## src/hw/atoc_pkg.sv

```systemverilog
// holds constants, modes and carrier types of the 8-bit timer with one compare channel
// assumes a 32-bit APB slave port and one 100 MHz system clock
package atoc_pkg;
	// ----------------------------------------
	// register map (word aligned byte addresses)
	// ----------------------------------------
	localparam logic [7:0] ADDR_CONTROL = 8'h00;
	localparam logic [7:0] ADDR_COUNT   = 8'h04;
	localparam logic [7:0] ADDR_COMPARE = 8'h08;
	localparam logic [7:0] ADDR_FLAGS   = 8'h0C;
	localparam logic [7:0] ADDR_MASK    = 8'h10;
	localparam logic [7:0] ADDR_ASYNC   = 8'h14;
	// ----------------------------------------
	// field positions
	// ----------------------------------------
	localparam int CTRL_CS_LSB    = 0;
	localparam int CTRL_WGM_LSB   = 3;
	localparam int CTRL_COM_LSB   = 5;
	localparam int CTRL_FORCE_BIT = 7;
	localparam int FLAG_OVF_BIT   = 0;
	localparam int FLAG_CMP_BIT   = 1;
	localparam int ASYNC_SEL_BIT  = 0;
	// ----------------------------------------
	// values
	// ----------------------------------------
	localparam logic [7:0] CNT_BOTTOM    = 8'h00;
	localparam logic [7:0] CNT_MAX       = 8'hFF;
	localparam logic [7:0] RST_BYTE      = 8'h00;
	localparam logic [2:0] CS_STOPPED    = 3'h0;
	localparam int         PRESCALE_BITS = 10;
	typedef enum logic [1:0] {
		ATOC_WGM_NORMAL = 2'h0,
		ATOC_WGM_PHASE  = 2'h1,
		ATOC_WGM_CTC    = 2'h2,
		ATOC_WGM_FAST   = 2'h3
	} atoc_wgm_t;
	typedef enum logic [1:0] {
		ATOC_COM_NONE   = 2'h0,
		ATOC_COM_TOGGLE = 2'h1,
		ATOC_COM_CLEAR  = 2'h2,
		ATOC_COM_SET    = 2'h3
	} atoc_com_t;
	typedef struct packed {
		atoc_com_t  com;
		atoc_wgm_t  wgm;
		logic [2:0] cs;
	} atoc_ctrl_t;
	localparam atoc_ctrl_t CTRL_RESET = '{com: ATOC_COM_NONE, wgm: ATOC_WGM_NORMAL, cs: CS_STOPPED};
endpackage : atoc_pkg

```

## src/hw/atoc_timer.sv

```systemverilog
// holds the top of the 8-bit timer: APB registers, counter unit and compare unit
// assumes an APB master on clk; pin direction bit and port value come from the port logic
`timescale 1ns/1ps
`default_nettype none
module atoc_timer (
	input  wire logic        clk,
	input  wire logic        rst,
	input  wire logic        psel,
	input  wire logic        penable,
	input  wire logic        pwrite,
	input  wire logic [7:0]  paddr,
	input  wire logic [31:0] pwdata,
	output var  logic [31:0] prdata,
	output var  logic        pready,
	output var  logic        pslverr,
	input  wire logic        crystal_pin_one,
	input  wire logic        irq_ack_overflow,
	input  wire logic        irq_ack_compare,
	input  wire logic        port_value,
	input  wire logic        port_dir_out,
	output var  logic        overflow_irq_q,
	output var  logic        compare_irq_q,
	output var  logic        pin_out_q,
	output var  logic        pin_oe_n_q
);
	// ----------------------------------------
	// state
	// ----------------------------------------
	atoc_pkg::atoc_ctrl_t ctrl_q;
	logic [7:0]  count_value_q;
	logic [7:0]  compare_active_q;
	logic [7:0]  compare_buffer_q;
	logic        overflow_flag_q;
	logic        compare_match_flag_q;
	logic        overflow_irq_enable_q;
	logic        compare_irq_enable_q;
	logic        async_clock_select_q;
	logic        block_q;
	logic        count_down_q;
	logic        compare_output_q;
	logic        timer_tick;

	// ----------------------------------------
	// bus decode
	// ----------------------------------------
	// one wait state so that read data leaves a flip-flop
	logic access;
	logic done;
	logic wr;
	logic mapped;
	logic wr_ctrl;
	logic wr_count;
	logic wr_compare;
	logic wr_flags;
	logic force_ev;
	logic force_q;
	atoc_pkg::atoc_wgm_t wgm_wr;
	assign access = psel & penable;
	assign done   = access & pready;
	assign wr     = done & pwrite;
	assign mapped = (paddr == atoc_pkg::ADDR_CONTROL) || (paddr == atoc_pkg::ADDR_COUNT) ||
		(paddr == atoc_pkg::ADDR_COMPARE) || (paddr == atoc_pkg::ADDR_FLAGS) ||
		(paddr == atoc_pkg::ADDR_MASK) || (paddr == atoc_pkg::ADDR_ASYNC);
	assign wr_ctrl    = wr && paddr == atoc_pkg::ADDR_CONTROL;
	assign wr_count   = wr && paddr == atoc_pkg::ADDR_COUNT;
	assign wr_compare = wr && paddr == atoc_pkg::ADDR_COMPARE;
	assign wr_flags   = wr && paddr == atoc_pkg::ADDR_FLAGS;

	logic buffered;
	logic pwm_mode;
	// both PWM modes share buffering and the refusal of a forced compare
	function automatic logic is_pwm(input atoc_pkg::atoc_wgm_t m);
		return (m == atoc_pkg::ATOC_WGM_PHASE) || (m == atoc_pkg::ATOC_WGM_FAST);
	endfunction : is_pwm
	assign pwm_mode = is_pwm(ctrl_q.wgm);
	assign buffered = pwm_mode;
	assign wgm_wr   = atoc_pkg::atoc_wgm_t'(pwdata[atoc_pkg::CTRL_WGM_LSB +: 2]);
	// force is a write-only strobe, honoured in the non-PWM modes only;
	// it waits one cycle so that it acts with the mode bits written beside it,
	// and a force written together with a PWM mode is dropped, not deferred
	always_ff @(posedge clk or posedge rst) begin
		if (rst) begin
			force_q <= 1'b0;
		end else begin
			force_q <= wr_ctrl && pwdata[atoc_pkg::CTRL_FORCE_BIT] && !is_pwm(wgm_wr);
		end
	end
	assign force_ev = force_q;

	always_ff @(posedge clk or posedge rst) begin
		if (rst) begin
			pready <= 1'b0;
		end else begin
			pready <= access & ~pready;
		end
	end

	always_ff @(posedge clk or posedge rst) begin
		if (rst) begin
			prdata  <= 32'h0000_0000;
			pslverr <= 1'b0;
		end else if (access && !pready) begin
			pslverr <= ~mapped;
			prdata  <= 32'h0000_0000;
			if (!pwrite) begin
				unique case (paddr)
					atoc_pkg::ADDR_CONTROL: prdata <= {25'h0, ctrl_q};
					atoc_pkg::ADDR_COUNT:   prdata <= {24'h0, count_value_q};
					atoc_pkg::ADDR_COMPARE: prdata <= {24'h0,
						buffered ? compare_buffer_q : compare_active_q};
					atoc_pkg::ADDR_FLAGS:   prdata <= {30'h0, compare_match_flag_q, overflow_flag_q};
					atoc_pkg::ADDR_MASK:    prdata <= {30'h0, compare_irq_enable_q,
						overflow_irq_enable_q};
					atoc_pkg::ADDR_ASYNC:   prdata <= {31'h0, async_clock_select_q};
					default:                prdata <= 32'h0000_0000;
				endcase
			end
		end
	end

	// ----------------------------------------
	// configuration registers
	// ----------------------------------------
	always_ff @(posedge clk or posedge rst) begin
		if (rst) begin
			ctrl_q <= atoc_pkg::CTRL_RESET;
		end else if (wr_ctrl) begin
			ctrl_q <= atoc_pkg::atoc_ctrl_t'(pwdata[atoc_pkg::CTRL_FORCE_BIT-1:0]);
		end
	end

	always_ff @(posedge clk or posedge rst) begin
		if (rst) begin
			overflow_irq_enable_q <= 1'b0;
			compare_irq_enable_q  <= 1'b0;
		end else if (wr && paddr == atoc_pkg::ADDR_MASK) begin
			overflow_irq_enable_q <= pwdata[atoc_pkg::FLAG_OVF_BIT];
			compare_irq_enable_q  <= pwdata[atoc_pkg::FLAG_CMP_BIT];
		end
	end

	always_ff @(posedge clk or posedge rst) begin
		if (rst) begin
			async_clock_select_q <= 1'b0;
		end else if (wr && paddr == atoc_pkg::ADDR_ASYNC) begin
			async_clock_select_q <= pwdata[atoc_pkg::ASYNC_SEL_BIT];
		end
	end

	// ----------------------------------------
	// clock source
	// ----------------------------------------
	atoc_tick_gen u_tick (
		.clk                (clk),
		.rst                (rst),
		.async_clock_select (async_clock_select_q),
		.clock_select_field (ctrl_q.cs),
		.crystal_pin_one    (crystal_pin_one),
		.timer_tick_q       (timer_tick)
	);

	// ----------------------------------------
	// counter unit
	// ----------------------------------------
	logic at_max;
	logic at_bottom;
	logic at_compare;
	logic match_ev;
	logic overflow_ev;
	logic bottom_ev;
	logic top_reached;
	assign at_max     = count_value_q == atoc_pkg::CNT_MAX;
	assign at_bottom  = count_value_q == atoc_pkg::CNT_BOTTOM;
	assign at_compare = count_value_q == compare_active_q;
	// top is the compare value only in clear-on-match mode
	assign top_reached = (ctrl_q.wgm == atoc_pkg::ATOC_WGM_CTC) ? at_compare : at_max;
	// a match is judged on the tick after equality; the count write also blocks its own tick
	assign match_ev = timer_tick && at_compare && !block_q && !wr_count;
	// counter becomes zero from max, or turns at bottom in phase correct mode
	assign overflow_ev = timer_tick && !wr_count && ((ctrl_q.wgm == atoc_pkg::ATOC_WGM_PHASE) ?
		(count_down_q && at_bottom) : at_max);
	assign bottom_ev = timer_tick && !wr_count && ctrl_q.wgm == atoc_pkg::ATOC_WGM_FAST && at_max;

	always_ff @(posedge clk or posedge rst) begin
		if (rst) begin
			count_value_q <= atoc_pkg::RST_BYTE;
		end else if (wr_count) begin
			count_value_q <= pwdata[7:0];
		end else if (timer_tick) begin
			unique case (ctrl_q.wgm)
				atoc_pkg::ATOC_WGM_CTC:
					count_value_q <= at_compare ? atoc_pkg::CNT_BOTTOM
						: count_value_q + 8'h01;
				atoc_pkg::ATOC_WGM_PHASE:
					if (count_down_q ? !at_bottom : at_max)
						count_value_q <= count_value_q - 8'h01;
					else
						count_value_q <= count_value_q + 8'h01;
				default:
					count_value_q <= count_value_q + 8'h01;
			endcase
		end
	end

	always_ff @(posedge clk or posedge rst) begin
		if (rst) begin
			count_down_q <= 1'b0;
		end else if (ctrl_q.wgm != atoc_pkg::ATOC_WGM_PHASE) begin
			count_down_q <= 1'b0;
		end else if (timer_tick && !wr_count) begin
			if (at_max)
				count_down_q <= 1'b1;
			else if (at_bottom)
				count_down_q <= 1'b0;
		end
	end

	// block lasts until the next tick, so a stopped timer keeps it indefinitely
	always_ff @(posedge clk or posedge rst) begin
		if (rst) begin
			block_q <= 1'b0;
		end else if (wr_count) begin
			block_q <= 1'b1;
		end else if (timer_tick) begin
			block_q <= 1'b0;
		end
	end

	// ----------------------------------------
	// compare value and its buffer
	// ----------------------------------------
	always_ff @(posedge clk or posedge rst) begin
		if (rst) begin
			compare_buffer_q <= atoc_pkg::RST_BYTE;
		end else if (wr_compare) begin
			compare_buffer_q <= pwdata[7:0];
		end
	end

	always_ff @(posedge clk or posedge rst) begin
		if (rst) begin
			compare_active_q <= atoc_pkg::RST_BYTE;
		end else if (!buffered) begin
			if (wr_compare)
				compare_active_q <= pwdata[7:0];
		end else if (timer_tick && !wr_count && top_reached) begin
			// loading at max means fast mode wraps and phase mode turns with the new value
			compare_active_q <= compare_buffer_q;
		end
	end

	// ----------------------------------------
	// flags and interrupt requests
	// ----------------------------------------
	// a set in the same cycle as a clear wins
	always_ff @(posedge clk or posedge rst) begin
		if (rst) begin
			overflow_flag_q <= 1'b0;
		end else if (overflow_ev) begin
			overflow_flag_q <= 1'b1;
		end else if (irq_ack_overflow || (wr_flags && pwdata[atoc_pkg::FLAG_OVF_BIT])) begin
			overflow_flag_q <= 1'b0;
		end
	end

	always_ff @(posedge clk or posedge rst) begin
		if (rst) begin
			compare_match_flag_q <= 1'b0;
		end else if (match_ev) begin
			compare_match_flag_q <= 1'b1;
		end else if (irq_ack_compare || (wr_flags && pwdata[atoc_pkg::FLAG_CMP_BIT])) begin
			compare_match_flag_q <= 1'b0;
		end
	end

	always_ff @(posedge clk or posedge rst) begin
		if (rst) begin
			overflow_irq_q <= 1'b0;
			compare_irq_q  <= 1'b0;
		end else begin
			overflow_irq_q <= overflow_flag_q & overflow_irq_enable_q;
			compare_irq_q  <= compare_match_flag_q & compare_irq_enable_q;
		end
	end

	// ----------------------------------------
	// compare output and pin
	// ----------------------------------------
	atoc_wavegen u_wave (
		.clk              (clk),
		.rst              (rst),
		.match_ev         (match_ev),
		.bottom_ev        (bottom_ev),
		.force_ev         (force_ev),
		.count_down       (count_down_q),
		.wgm              (ctrl_q.wgm),
		.com              (ctrl_q.com),
		.compare_output_q (compare_output_q)
	);

	// direction stays with the port logic; only the value is overridden
	always_ff @(posedge clk or posedge rst) begin
		if (rst) begin
			pin_out_q  <= 1'b0;
			pin_oe_n_q <= 1'b1;
		end else begin
			pin_out_q  <= (ctrl_q.com != atoc_pkg::ATOC_COM_NONE) ? compare_output_q
				: port_value;
			pin_oe_n_q <= ~port_dir_out;
		end
	end
endmodule : atoc_timer
`default_nettype wire

```

## src/hw/atoc_tick_gen.sv

```systemverilog
// holds the timer clock source: crystal synchroniser, clock select and prescaler
// assumes the crystal oscillator output arrives as a slow asynchronous pin level
`timescale 1ns/1ps
`default_nettype none
module atoc_tick_gen (
	input  wire logic       clk,
	input  wire logic       rst,
	input  wire logic       async_clock_select,
	input  wire logic [2:0] clock_select_field,
	input  wire logic       crystal_pin_one,
	output var  logic       timer_tick_q
);
	// ----------------------------------------
	// crystal crossing
	// ----------------------------------------
	logic       xtal_meta_q;
	logic       xtal_sync_q;
	logic       xtal_last_q;
	logic       src_tick;
	logic [atoc_pkg::PRESCALE_BITS-1:0] pre_q;

	always_ff @(posedge clk or posedge rst) begin
		if (rst) begin
			xtal_meta_q <= 1'b0;
			xtal_sync_q <= 1'b0;
			xtal_last_q <= 1'b0;
		end else begin
			xtal_meta_q <= crystal_pin_one;
			xtal_sync_q <= xtal_meta_q;
			xtal_last_q <= xtal_sync_q;
		end
	end

	// default source is the system clock, crystal edges when selected
	assign src_tick = async_clock_select ? (xtal_sync_q & ~xtal_last_q) : 1'b1;

	// ----------------------------------------
	// prescaler taps
	// ----------------------------------------
	// divide by two to the power (select minus one); stop code gives nothing
	function automatic logic tap_hit(input logic [2:0] cs, input logic [9:0] pre);
		logic [9:0] mask;
		mask = 10'h000;
		if (cs != atoc_pkg::CS_STOPPED)
			mask = 10'((11'h001 << (cs - 3'h1)) - 11'h001);
		tap_hit = (cs != atoc_pkg::CS_STOPPED) && ((pre & mask) == 10'h000);
	endfunction : tap_hit

	always_ff @(posedge clk or posedge rst) begin
		if (rst) begin
			pre_q <= '0;
		end else if (clock_select_field == atoc_pkg::CS_STOPPED) begin
			pre_q <= '0;
		end else if (src_tick) begin
			pre_q <= pre_q + 10'h001;
		end
	end

	always_ff @(posedge clk or posedge rst) begin
		if (rst) begin
			timer_tick_q <= 1'b0;
		end else begin
			timer_tick_q <= src_tick & tap_hit(clock_select_field, pre_q);
		end
	end
endmodule : atoc_tick_gen
`default_nettype wire

```

## src/hw/atoc_wavegen.sv

```systemverilog
// holds the compare output state and its set, clear and toggle actions
// assumes match and bottom strobes from the counter unit and the force strobe from the bus decode are one-cycle pulses
`timescale 1ns/1ps
`default_nettype none
module atoc_wavegen (
	input  wire logic                clk,
	input  wire logic                rst,
	input  wire logic                match_ev,
	input  wire logic                bottom_ev,
	input  wire logic                force_ev,
	input  wire logic                count_down,
	input  wire atoc_pkg::atoc_wgm_t wgm,
	input  wire atoc_pkg::atoc_com_t com,
	output var  logic                compare_output_q
);
	logic non_pwm;
	assign non_pwm = (wgm == atoc_pkg::ATOC_WGM_NORMAL) || (wgm == atoc_pkg::ATOC_WGM_CTC);

	// state is never reset by a mode change, only by these events
	always_ff @(posedge clk or posedge rst) begin
		if (rst) begin
			compare_output_q <= 1'b0;
		end else if (com == atoc_pkg::ATOC_COM_NONE) begin
			compare_output_q <= compare_output_q;
		end else if (non_pwm) begin
			if (match_ev || force_ev) begin
				unique case (com)
					atoc_pkg::ATOC_COM_TOGGLE: compare_output_q <= ~compare_output_q;
					atoc_pkg::ATOC_COM_CLEAR:  compare_output_q <= 1'b0;
					atoc_pkg::ATOC_COM_SET:    compare_output_q <= 1'b1;
					default:                   compare_output_q <= compare_output_q;
				endcase
			end
		end else if (com != atoc_pkg::ATOC_COM_TOGGLE) begin
			// inverted flavour when both mode bits are set
			if (match_ev) begin
				compare_output_q <= (com == atoc_pkg::ATOC_COM_SET) ^
					(wgm == atoc_pkg::ATOC_WGM_PHASE && count_down);
			end else if (bottom_ev) begin
				compare_output_q <= (com == atoc_pkg::ATOC_COM_CLEAR);
			end
		end
	end
endmodule : atoc_wavegen
`default_nettype wire

```

## config.mk

```make
export PLATFORM = sky130hd
export DESIGN_NAME = atoc_timer
export DESIGN_NICKNAME = d
export VERILOG_FILES = /design/src/hw/atoc_pkg.sv /design/src/hw/atoc_timer.sv /design/src/hw/atoc_tick_gen.sv /design/src/hw/atoc_wavegen.sv
export SDC_FILE = /design/constraint.sdc
export NUM_CORES = 1
export LEC_CHECK = 0
export ABC_CLOCK_PERIOD_IN_PS = 3900
export BUFFER_PORTS_ARGS = -buffer_cell sky130_fd_sc_hd__buf_2
export CAP_MARGIN = 20
export CORE_UTILIZATION = 45
export DETAILED_ROUTE_END_ITERATION = 12
export GPL_TIMING_DRIVEN = 0
export MAX_ROUTING_LAYER = met4
export PLACE_DENSITY = 0.66
export SLEW_MARGIN = 10
export SYNTH_ARGS = -nofsm -noshare
export SYNTH_HDL_FRONTEND = slang
export SYNTH_SLANG_ARGS = --single-unit
```

## constraint.sdc

```tcl
create_clock -name clk -period 3.9 [get_ports clk]
set_input_delay 0.39 -clock clk [delete_from_list [all_inputs] [get_ports clk]]
set_output_delay 0.39 -clock clk [all_outputs]
set_load 0.02 [all_outputs]
```

==> results of run 1 <==
metal layers:
| layer | global-route usage | wire [um] | part of all wire |
|---|---|---|---|
| met1 | 0.299 | 4890 | 0.48 |
| met2 | 0.362 | 4750 | 0.46 |
| met3 | 0.0305 | 483 | 0.047 |
| met4 | 0.0654 | 156 | 0.015 |
| met5 | - | 0 | 0 |
cell families after synthesis:
group / Yosys count / share of synthesized area
flops: 67 / 0.398
other cells: 1 / 0.000889
simple gates: 159 / 0.194
mux: 27 / 0.0783
buf+inv: 65 / 0.0875
compound gates: 96 / 0.147
xor+xnor: 27 / 0.0560
fa+ha+maj: 13 / 0.0385
report_power, final:
| part | leakage (nW) | switching, W | internal [W] |
|---|---|---|---|
| sequential | 0.833 | 0.0000175 | 0.000722 |
| clock | 0.0966 | 0.000293 | 0.000297 |
| combinational | 1.40 | 0.000291 | 0.000196 |
| total | 2.33 | 0.000601 | 0.00121 |
worst max-delay path: cells and delay by family, from the launching register on:
kind	cells	cell delay [ns]
AOI/OAI and AO/OA	2	0.66
adders and majority gates	1	0.22
buffers and inverters	1	0.09
DFF	1	0.46
muxes	1	0.37
and+or+nand+nor	2	0.54
worst paths after layout:
kind                                     from  slack [ns]                 endpoint
setup / recovery                    ctrl_q[3]        1.43  u_wave.compare_output_q
hold / removal                            rst        0.03      compare_buffer_q[4]
setup reg to reg                    ctrl_q[3]        1.43  u_wave.compare_output_q
hold reg to reg            u_tick.xtal_meta_q        0.35       u_tick.xtal_sync_q
max in group asynchronous                 rst        3.28               pin_oe_n_q
min in group clk                 port_dir_out        0.14               pin_oe_n_q
through the flow:
stage / instances / utilization / power, W
2_1_floorplan: 478 / - / 0.00112
4_1_cts: 642 / 0.546 / 0.00182
6_report: 642 / 0.546 / 0.00182
3_5_place_dp: 626 / 0.524 / 0.00123
5_1_grt: 642 / 0.546 / 0.00189
3_3_place_gp: 625 / 0.522 / 0.00122
layout make-up:
type / count / area, um2 / area share
flip-flops and latches: 67 / 1680 / 0.346
well taps: 108 / 135 / 0.0278
plain buffers: 48 / 305 / 0.0629
clock buffers: 10 / 128 / 0.0263
multi-input cells: 346 / 2260 / 0.466
clock inverters: 6 / 65.1 / 0.0134
repair buffers: 40 / 215 / 0.0444
inverters: 17 / 66.3 / 0.0137
flip-flops by register name, summed over array words and instances, names as in the netlist, 7 cells and up:
| name | cells |
|---|---|
| ctrl_q | 7 |
| count_value_q | 8 |
| compare_active_q | 8 |
| u_tick.pre_q | 9 |
| compare_buffer_q | 8 |
| prdata | 8 |
Yosys cell counts, types with 13 or more instances:
master,instances,area share
a21oi_1,24,0.028
buf_4,25,0.044
clkbuf_1,13,0.012
dfrtp_1,66,0.39
ha_1,13,0.039
inv_1,16,0.014
mux2_2,16,0.043
nand2_1,65,0.058
nor2_1,25,0.022
o21ai_0,28,0.033
xor2_1,17,0.035
==> impl_metrics.yaml, run 1 <==
timing:
  hold_viol: 0
  drv_slew: 0
  slew_headroom: 0.377
  setup_viol: 0
  setup_tns_ns: 0
  fin_skew_ns: 0.00806
  period_minus_slack_ns: 2.47
  clock.fmax_mhz: 405
  rsz0062_at_grt: "false"
  finalCritPeriodShare: 0.633
  worstMarginPinSlew_ns: 0.926
  timing.hold.ws_ns: 0.0300
  setup_ws_ns: 1.43
pwr:
  ir_drop_uv: 176
  power.density_nw_per_um2: 374
  p_leak_nw: 2.33
clock_tree:
  cts_hold_buffers: 0
  htree_levels: 3
  cts-root-buf: "clkbuf_8"
  cts_resized: 0
  path_clk_slew_ns: 0.08
  cts_made_buffers: 9
  postCtsSetupBuffers: 0
  clockBufferDepth: 2
  clk-insertion-delay-late_ns: 0.35
  clkSinkCount: 67
  cts_tree: "built"
setup_path:
  arrival_ns: 2.70
  endpoint_kind: "flip-flop"
  worstPathCellList: "inv_1, ha_1, nor2_1, nor3_1, a2111o_1, a211oi_1, mux2_2"
  start_kind: "flip-flop"
  max_stage_delay_ns: 0.46
  crit_fanout: 9
  path_class: "reg2reg"
  crit_path_top_delay_cell: "dfrtp_1"
  crit_required_ns: 4.14
  rr_worst_depth: 7
drt:
  via_per_inst: 5.46
  vias: 3505
  routed_wl_mm: 10.3
  drtPass1Iterations: 5
  drt_iter0_drc: 217
  routedWlPerCell_um: 16.0
  drc: 0
  drtAntennaViolNets: 0
logic_synthesis:
  async_flop_share: 1.00
  synth_edf_count: 0
  ys.flop_type: "dfrtp_1"
  synth_cell_type_count: 60
  ys_seq_area_frac: 0.398
  synth-seq-cells: 67
  synth_area_um2: 4220
  ys_warn_count: 0
  syn_inst: 455
  avgSynthCellArea_um2: 9.28
finish:
  mostFrequentLayoutCell: "dfrtp_1"
  syn_to_final_growth_pct: 15.0
  n_antenna_cell: 0
  num-fill-cells: 788
  fin_nets: 592
  final_layout_size_suffix_gt1_frac: 0.230
  design_area_um2: 4850
  final_cell_mix: "dfrtp_1, nand2_1, buf_2"
placed_design:
  hpwlAfterDp_mm: 7.45
  io_buffers: 39
  dpl_cell_area_um2: 4660
  routabilityCongestion: 0.900
  dp_worst_setup_slack_ns: 1.36
floorplanning:
  die_w_um: 98.8
  rows: 34
  pin_count: 88
  die_h_um: 98.8
  core_um2: 8890
  start_util: 0.475
  die-area_um2: 9770
global_route:
  grt_start_max_net_pins: 41
  grtUsageTotal: 0.226
  grt_antenna_before_repair: 0
  grt-ovfl-total: 0
  grt_pass1_vias: 3305
  grt_pass1_wl_mm: 16.7
min_path:
  hold_class: "in2async"
job:
  drv_cap: 0
run_status:
  outcome: "finished clean"
(Power assumes the default switching activity.)
==> run 2: changes to the inputs <==
--- a/config.mk
+++ b/config.mk
@@ -5,14 +5,15 @@
 export SDC_FILE = /design/constraint.sdc
 export NUM_CORES = 1
 export LEC_CHECK = 0
-export ABC_CLOCK_PERIOD_IN_PS = 3900
+export ABC_AREA = 1
+export ABC_CLOCK_PERIOD_IN_PS = 2100
 export BUFFER_PORTS_ARGS = -buffer_cell sky130_fd_sc_hd__buf_2
 export CAP_MARGIN = 20
 export CORE_UTILIZATION = 45
 export DETAILED_ROUTE_END_ITERATION = 12
 export GPL_TIMING_DRIVEN = 0
 export MAX_ROUTING_LAYER = met4
-export PLACE_DENSITY = 0.66
+export PLACE_DENSITY = 0.68
 export SLEW_MARGIN = 10
 export SYNTH_ARGS = -nofsm -noshare
 export SYNTH_HDL_FRONTEND = slang
==> constraint.sdc (replaced) <==
create_clock -name clk -period 2.1 [get_ports clk]
set_input_delay 0.21 -clock clk [delete_from_list [all_inputs] [get_ports clk]]
set_output_delay 0.21 -clock clk [all_outputs]
set_load 0.02 [all_outputs]
==> run 2 against run 1 <==
Effect of this change:
- total power increased by 63%
- wire length increased by 1.2%
- sequential power increased by 83%
- sequential share of layout area decreased by 0.52 points
- global-route usage increased by 0.92 points
- final cell count increased by 18%
- critical endpoint is now prdata[3]
- largest power group unchanged
==> impl_metrics.yaml, run 2 <==
timing:
  clock.fmax_mhz: 521
  period_minus_slack_ns: 1.92
  fin_skew_ns: 0.0150
  finalCritPeriodShare: 0.914
  setup_ws_ns: 0.180
  setup_viol: 0
  rsz0062_at_grt: "false"
  drv_slew: 0
  hold_viol: 0
placed_design:
  io_buffers: 39
  dp_worst_setup_slack_ns: -0.0730
  routabilityCongestion: 0.906
  hpwlAfterDp_mm: 8.01
global_route:
  grt_antenna_before_repair: 0
  grt-ovfl-total: 0
  grt_pass1_wl_mm: 17.3
  grtUsageTotal: 0.235
  grt_pass1_vias: 3594
  grt_start_max_net_pins: 48
logic_synthesis:
  synth_cell_type_count: 37
  synth.area.top_cells: "dfrtp_1, nand2_1, inv_1, o21ai_0, buf_4"
  async_flop_share: 1.00
  avgSynthCellArea_um2: 7.41
  muxShareOfSynthArea: 0
  synth_fa_ha_area_frac: 0.0386
  synth_top_family_by_area: "simple AND/OR/NAND/NOR gates"
  ys_warn_count: 0
  synth_xor_xnor_area_share: 0.0187
  ys.flop_type: "dfrtp_1"
  ys_seq_area_frac: 0.398
  synth_area_um2: 4210
  synth_compound_area_frac: 0.171
  synth-seq-cells: 67
  synth_edf_count: 0
  synth_most_common_cell: "nand2_1"
  yosys-top-cells-count: "nand2_1, inv_1, dfrtp_1"
  synth-simple-area-share: 0.243
  synth_top_cell_area_share: 0.392
  yosysTopAreaCell: "dfrtp_1"
  syn_inst: 569
floorplanning:
  core_um2: 8890
  die_h_um: 98.8
  die-area_um2: 9760
  rows: 34
  pin_count: 88
  die_w_um: 98.8
  start_util: 0.474
drt:
  vias: 3876
  wl_met3_um: 554
  drtPass1Iterations: 6
  via_per_inst: 5.11
  top_layer_used: "met4"
  routed_wl_mm: 10.4
  wl_met1_mm: 4.65
  drtAntennaViolNets: 0
  drt_iter0_drc: 217
  routedWlPerCell_um: 13.7
  drc: 0
  wl_met2_mm: 5.02
run_status:
  outcome: "finished clean"
finish:
  final_layout_size_suffix_gt1_frac: 0.184
  n_antenna_cell: 0
  fin_nets: 709
  top_register: "u_tick.pre_q"
  multiInputGateArea_um2: 2080
  largest_reg_flops: 9
  num-fill-cells: 826
  mostFrequentLayoutCell: "nand2_1"
  syn_to_final_growth_pct: 16.9
  seq_area_um2: 1680
  final_cell_mix: "nand2_1, inv_1, dfrtp_1"
pwr:
  ir_drop_uv: 418
  p_leak_nw: 2.58
  p_total_w: 0.00295
  power.density_nw_per_um2: 599
job:
  drv_cap: 0
setup_path:
  arrival_ns: 2.15
  crit_required_ns: 2.33
  path_class: "reg2reg"
  crit_fanout: 10
  endpoint_kind: "flip-flop"
  start_kind: "flip-flop"
clock_tree:
  clkSinkCount: 67
  clockBufferDepth: 2
  htree_levels: 3
  cts-root-buf: "clkbuf_8"
  clk-insertion-delay-late_ns: 0.35
  path_clk_slew_ns: 0.07
  postCtsSetupBuffers: 0
  cts_tree: "built"
  cts_made_buffers: 9
min_path:
  hold_class: "in2reg"
[run 2: path summary, 6_finish.rpt]
check | start | endpoint | slack (ns) | cells past startpoint
worst max-delay path | ctrl_q[4] | prdata[3] | 0.18 | 9
worst min-delay path | pwdata[3] | force_ev | 0.05 | 2
worst max register to register | ctrl_q[4] | prdata[3] | 0.18 | 9
worst min register to register | u_tick.xtal_meta_q | u_tick.xtal_sync_q | 0.36 | 0
max in group asynchronous | rst | pin_oe_n_q | 1.18 | 4
min in group asynchronous | rst | u_tick.pre_q[3] | 0.37 | 3
[run 2: logic make-up after synthesis]
| family | after synthesis |
|---|---|
| compound gates | 119 |
| xor+xnor | 9 |
| fa+ha+maj | 13 |
| buf+inv | 116 |
| flops | 67 |
| other cells | 1 |
| simple gates | 244 |
[run 2: per-stage QoR]
stage	setup TNS (ns)	std cells	hold WS [ns]	util	instance area, um2
2_1_floorplan	0	592	0.236	-	4300
3_3_place_gp	-44.74	739	0.319	0.521	4630
3_5_place_dp	-0.0730	740	0.192	0.524	4660
4_1_cts	0	759	0.0481	0.553	4920
5_1_grt	0	759	0.0445	0.554	4930
6_report	0	759	0.0514	0.554	4930
[run 2: layer usage]
layer | up-vias | track usage
met5 | - | -
met4 | 0 | 0.0815
met3 | 16 | 0.0369
met2 | 110 | 0.379
met1 | 1807 | 0.301
li1 | 1943 | -
[run 2: repair_timing]
action                                  CTS  global route
hold buffers                              3             0
endpoints found under the hold margin    22             0
endpoints found under the setup margin    1             8
gates resized for setup                   1             4
[run 2: worst max-delay path: stages, from the launching register on]
cell and delay, ns:
dfrtp_1 0.41, inv_1 0.11, ha_2 0.23, nor2_2 0.20, inv_2 0.11, clkbuf_4 0.20, nand2_1 0.08, o21ai_0 0.08
a21oi_1 0.27, o31ai_1 0.11
[run 2: layout make-up]
cell class / instances / area share
clock buffers: 10 / 0.0279
flip-flops and latches: 67 / 0.341
multi-input cells: 409 / 0.423
clock inverters: 6 / 0.0180
repair buffers: 43 / 0.0513
well taps: 108 / 0.0274
inverters: 82 / 0.0630
plain buffers: 34 / 0.0488
[run 2: power breakdown]
group	switching [W]	leakage, nW	total [W]	internal [W]
sequential	0.0000268	0.876	0.00135	0.00132
combinational	0.000220	1.59	0.000358	0.000138
clock	0.000542	0.108	0.00124	0.000701
==> run 3: changes to the inputs <==
==> constraint.sdc (replaced) <==
create_clock -name clk -period 2.1 [get_ports clk]
set_input_delay 0.525 -clock clk [delete_from_list [all_inputs] [get_ports clk]]
set_output_delay 0.525 -clock clk [all_outputs]
set_load 0.02 [all_outputs]
==> run 3 against run 2 <==
Effect of this change:
- maximum frequency decreased by 0.12%
- clock power fell by 13%
- sequential share of layout area is 0.30 points higher
- hold slack improved by 0.17 ns
- total power down 5.4%
- clock skew shrank 0.0042 ns
- wire length increased by 0.64%
- final cell count down 0.26%
- sequential cell count unchanged
- sequential power about the same
==> impl_metrics.yaml, run 3 (same netlist as run 2, synthesis figures left out) <==
setup_path:
  start_kind: "flip-flop"
  endpoint_kind: "flip-flop"
  cpLargestDelayFamily: "simple AND/OR/NAND/NOR gates"
  critPathBufInv: 2
  crit_fanout: 10
  path_class: "reg2reg"
  worstPathCellList: "ha_1, nand3_1, nor2_1, nand4_1, inv_1, o211ai_2, nand2_2, nand2_4, buf_6, nand2_2, o21ai_2"
  arrival_ns: 2.16
  max_stage_delay_ns: 0.44
  crit_path_top_delay_cell: "dfrtp_1"
  crit_required_ns: 2.34
  timing.critical_path.mode_cell: "nand2_2"
global_route:
  grtUsageTotal: 0.233
  grt_antenna_before_repair: 0
  grt_pass1_vias: 3593
  grt-ovfl-total: 0
  grt_pass1_wl_mm: 17.2
  grt_start_max_net_pins: 28
finish:
  final_cell_mix: "nand2_1, inv_1, dfrtp_1"
  num-fill-cells: 867
  top_register: "u_tick.pre_q"
  fin_nets: 707
  mostFrequentLayoutCell: "nand2_1"
  n_antenna_cell: 0
  final_layout_size_suffix_gt1_frac: 0.186
  largest_reg_flops: 9
  syn_to_final_growth_pct: 15.9
timing:
  finalCritPeriodShare: 0.915
  clock.fmax_mhz: 520
  period_minus_slack_ns: 1.92
  setup_ws_ns: 0.178
  setup_viol: 0
  fin_skew_ns: 0.0108
  worstMarginPinSlew_ns: 0.540
  slew_headroom: 0.639
  drv_slew: 0
  hold_viol: 0
  timing.hold.ws_ns: 0.218
placed_design:
  dp_worst_setup_slack_ns: -0.0779
  io_buffers: 39
  routabilityCongestion: 0.912
  hpwlAfterDp_mm: 8.11
floorplanning:
  die_w_um: 98.8
  die_h_um: 98.8
  die-area_um2: 9760
  start_util: 0.474
  rows: 34
  core_um2: 8890
  pin_count: 88
drt:
  drc: 0
  vias: 3851
  routed_wl_mm: 10.5
  drt_iter0_drc: 193
  drtPass1Iterations: 5
  routedWlPerCell_um: 13.8
  drtAntennaViolNets: 0
  via_per_inst: 5.09
clock_tree:
  cts-root-buf: "clkbuf_8"
  postCtsSetupBuffers: 0
  path_clk_slew_ns: 0.08
  cts_tree: "built"
  htree_levels: 3
  cts_made_buffers: 9
  clkSinkCount: 67
  clockBufferDepth: 2
  clk-insertion-delay-late_ns: 0.35
min_path:
  hold_class: "in2async"
run_status:
  outcome: "finished clean"
pwr:
  p_total_w: 0.00279
  p_leak_nw: 2.56
  power.density_nw_per_um2: 572
  ir_drop_uv: 386
job:
  drv_cap: 0
run 3: cell types whose count changed in the layout (fill, tap and decap cells not counted), sizes merged:
cell / delta
buf: +1
bufinv: -1
clkinv: +2
clkbuf: -1
dlygate4sd3: -3
clkinvlp: +1
inv: -1
run 3: final timing paths:
kind / from / to / slack [ns] / cells after the start
max: count_value_q[0] / compare_active_q[1] / 0.18 / 11
min: rst / async_clock_select_q / 0.22 / 2
max reg2reg: count_value_q[0] / compare_active_q[1] / 0.18 / 11
min reg2reg: u_tick.xtal_meta_q / u_tick.xtal_sync_q / 0.35 / 0
max in group asynchronous: rst / compare_active_q[1] / 1.37 / 3
min in group clk: port_dir_out / pin_oe_n_q / 0.27 / 2
run 3: power by group:
group | switching (W) | leakage, nW | internal [W]
Sequential | 0.0000256 | 0.876 | 0.00132
Clock | 0.000535 | 0.0950 | 0.000544
Combinational | 0.000225 | 1.59 | 0.000138
Total | 0.000786 | 2.56 | 0.00201
run 3: area by class of cell:
class / count / area [um2] / area share
plain buffers: 34 / 240 / 0.0492
clock buffers: 9 / 124 / 0.0254
clock inverters: 7 / 68.8 / 0.0141
inverters: 82 / 312 / 0.0638
multi-input cells: 409 / 2080 / 0.427
flip-flops and latches: 67 / 1680 / 0.344
well taps: 108 / 135 / 0.0277
repair buffers: 41 / 243 / 0.0497
run 3: per-layer routing:
layer / share of wire / wire length, um / global-route usage
met5: 0 / 0 / -
met4: 0.018 / 185 / 0.0735
met3: 0.047 / 496 / 0.0390
met2: 0.47 / 4970 / 0.366
met1: 0.46 / 4820 / 0.309
run 3: through the flow:
stage          setup TNS (ns)  cells  area, um2   util
6_report                    0    757       4880  0.549
5_1_grt              -0.00192    757       4880  0.549
4_1_cts                     0    757       4880  0.548
3_5_place_dp           -0.212    741       4680  0.527
3_3_place_gp           -0.394    739       4630  0.521
2_1_floorplan               0    592       4300      -
run 3: what timing repair did:
item / 4_1_cts / 5_1_grt
endpoints found under the setup margin: 2 / 8
hold buffers: 0 / 0
endpoints found under the hold margin: 0 / 0
resized for setup: 1 / 4
run 3: worst register-to-register path, stage by stage, from the launching register on:
cell and delay, ns:
dfrtp_1 0.44, ha_1 0.23, nand3_1 0.13, nor2_1 0.16
nand4_1 0.12, inv_1 0.15, o211ai_2 0.12, nand2_2 0.10
nand2_4 0.08, buf_6 0.16, nand2_2 0.07, o21ai_2 0.05
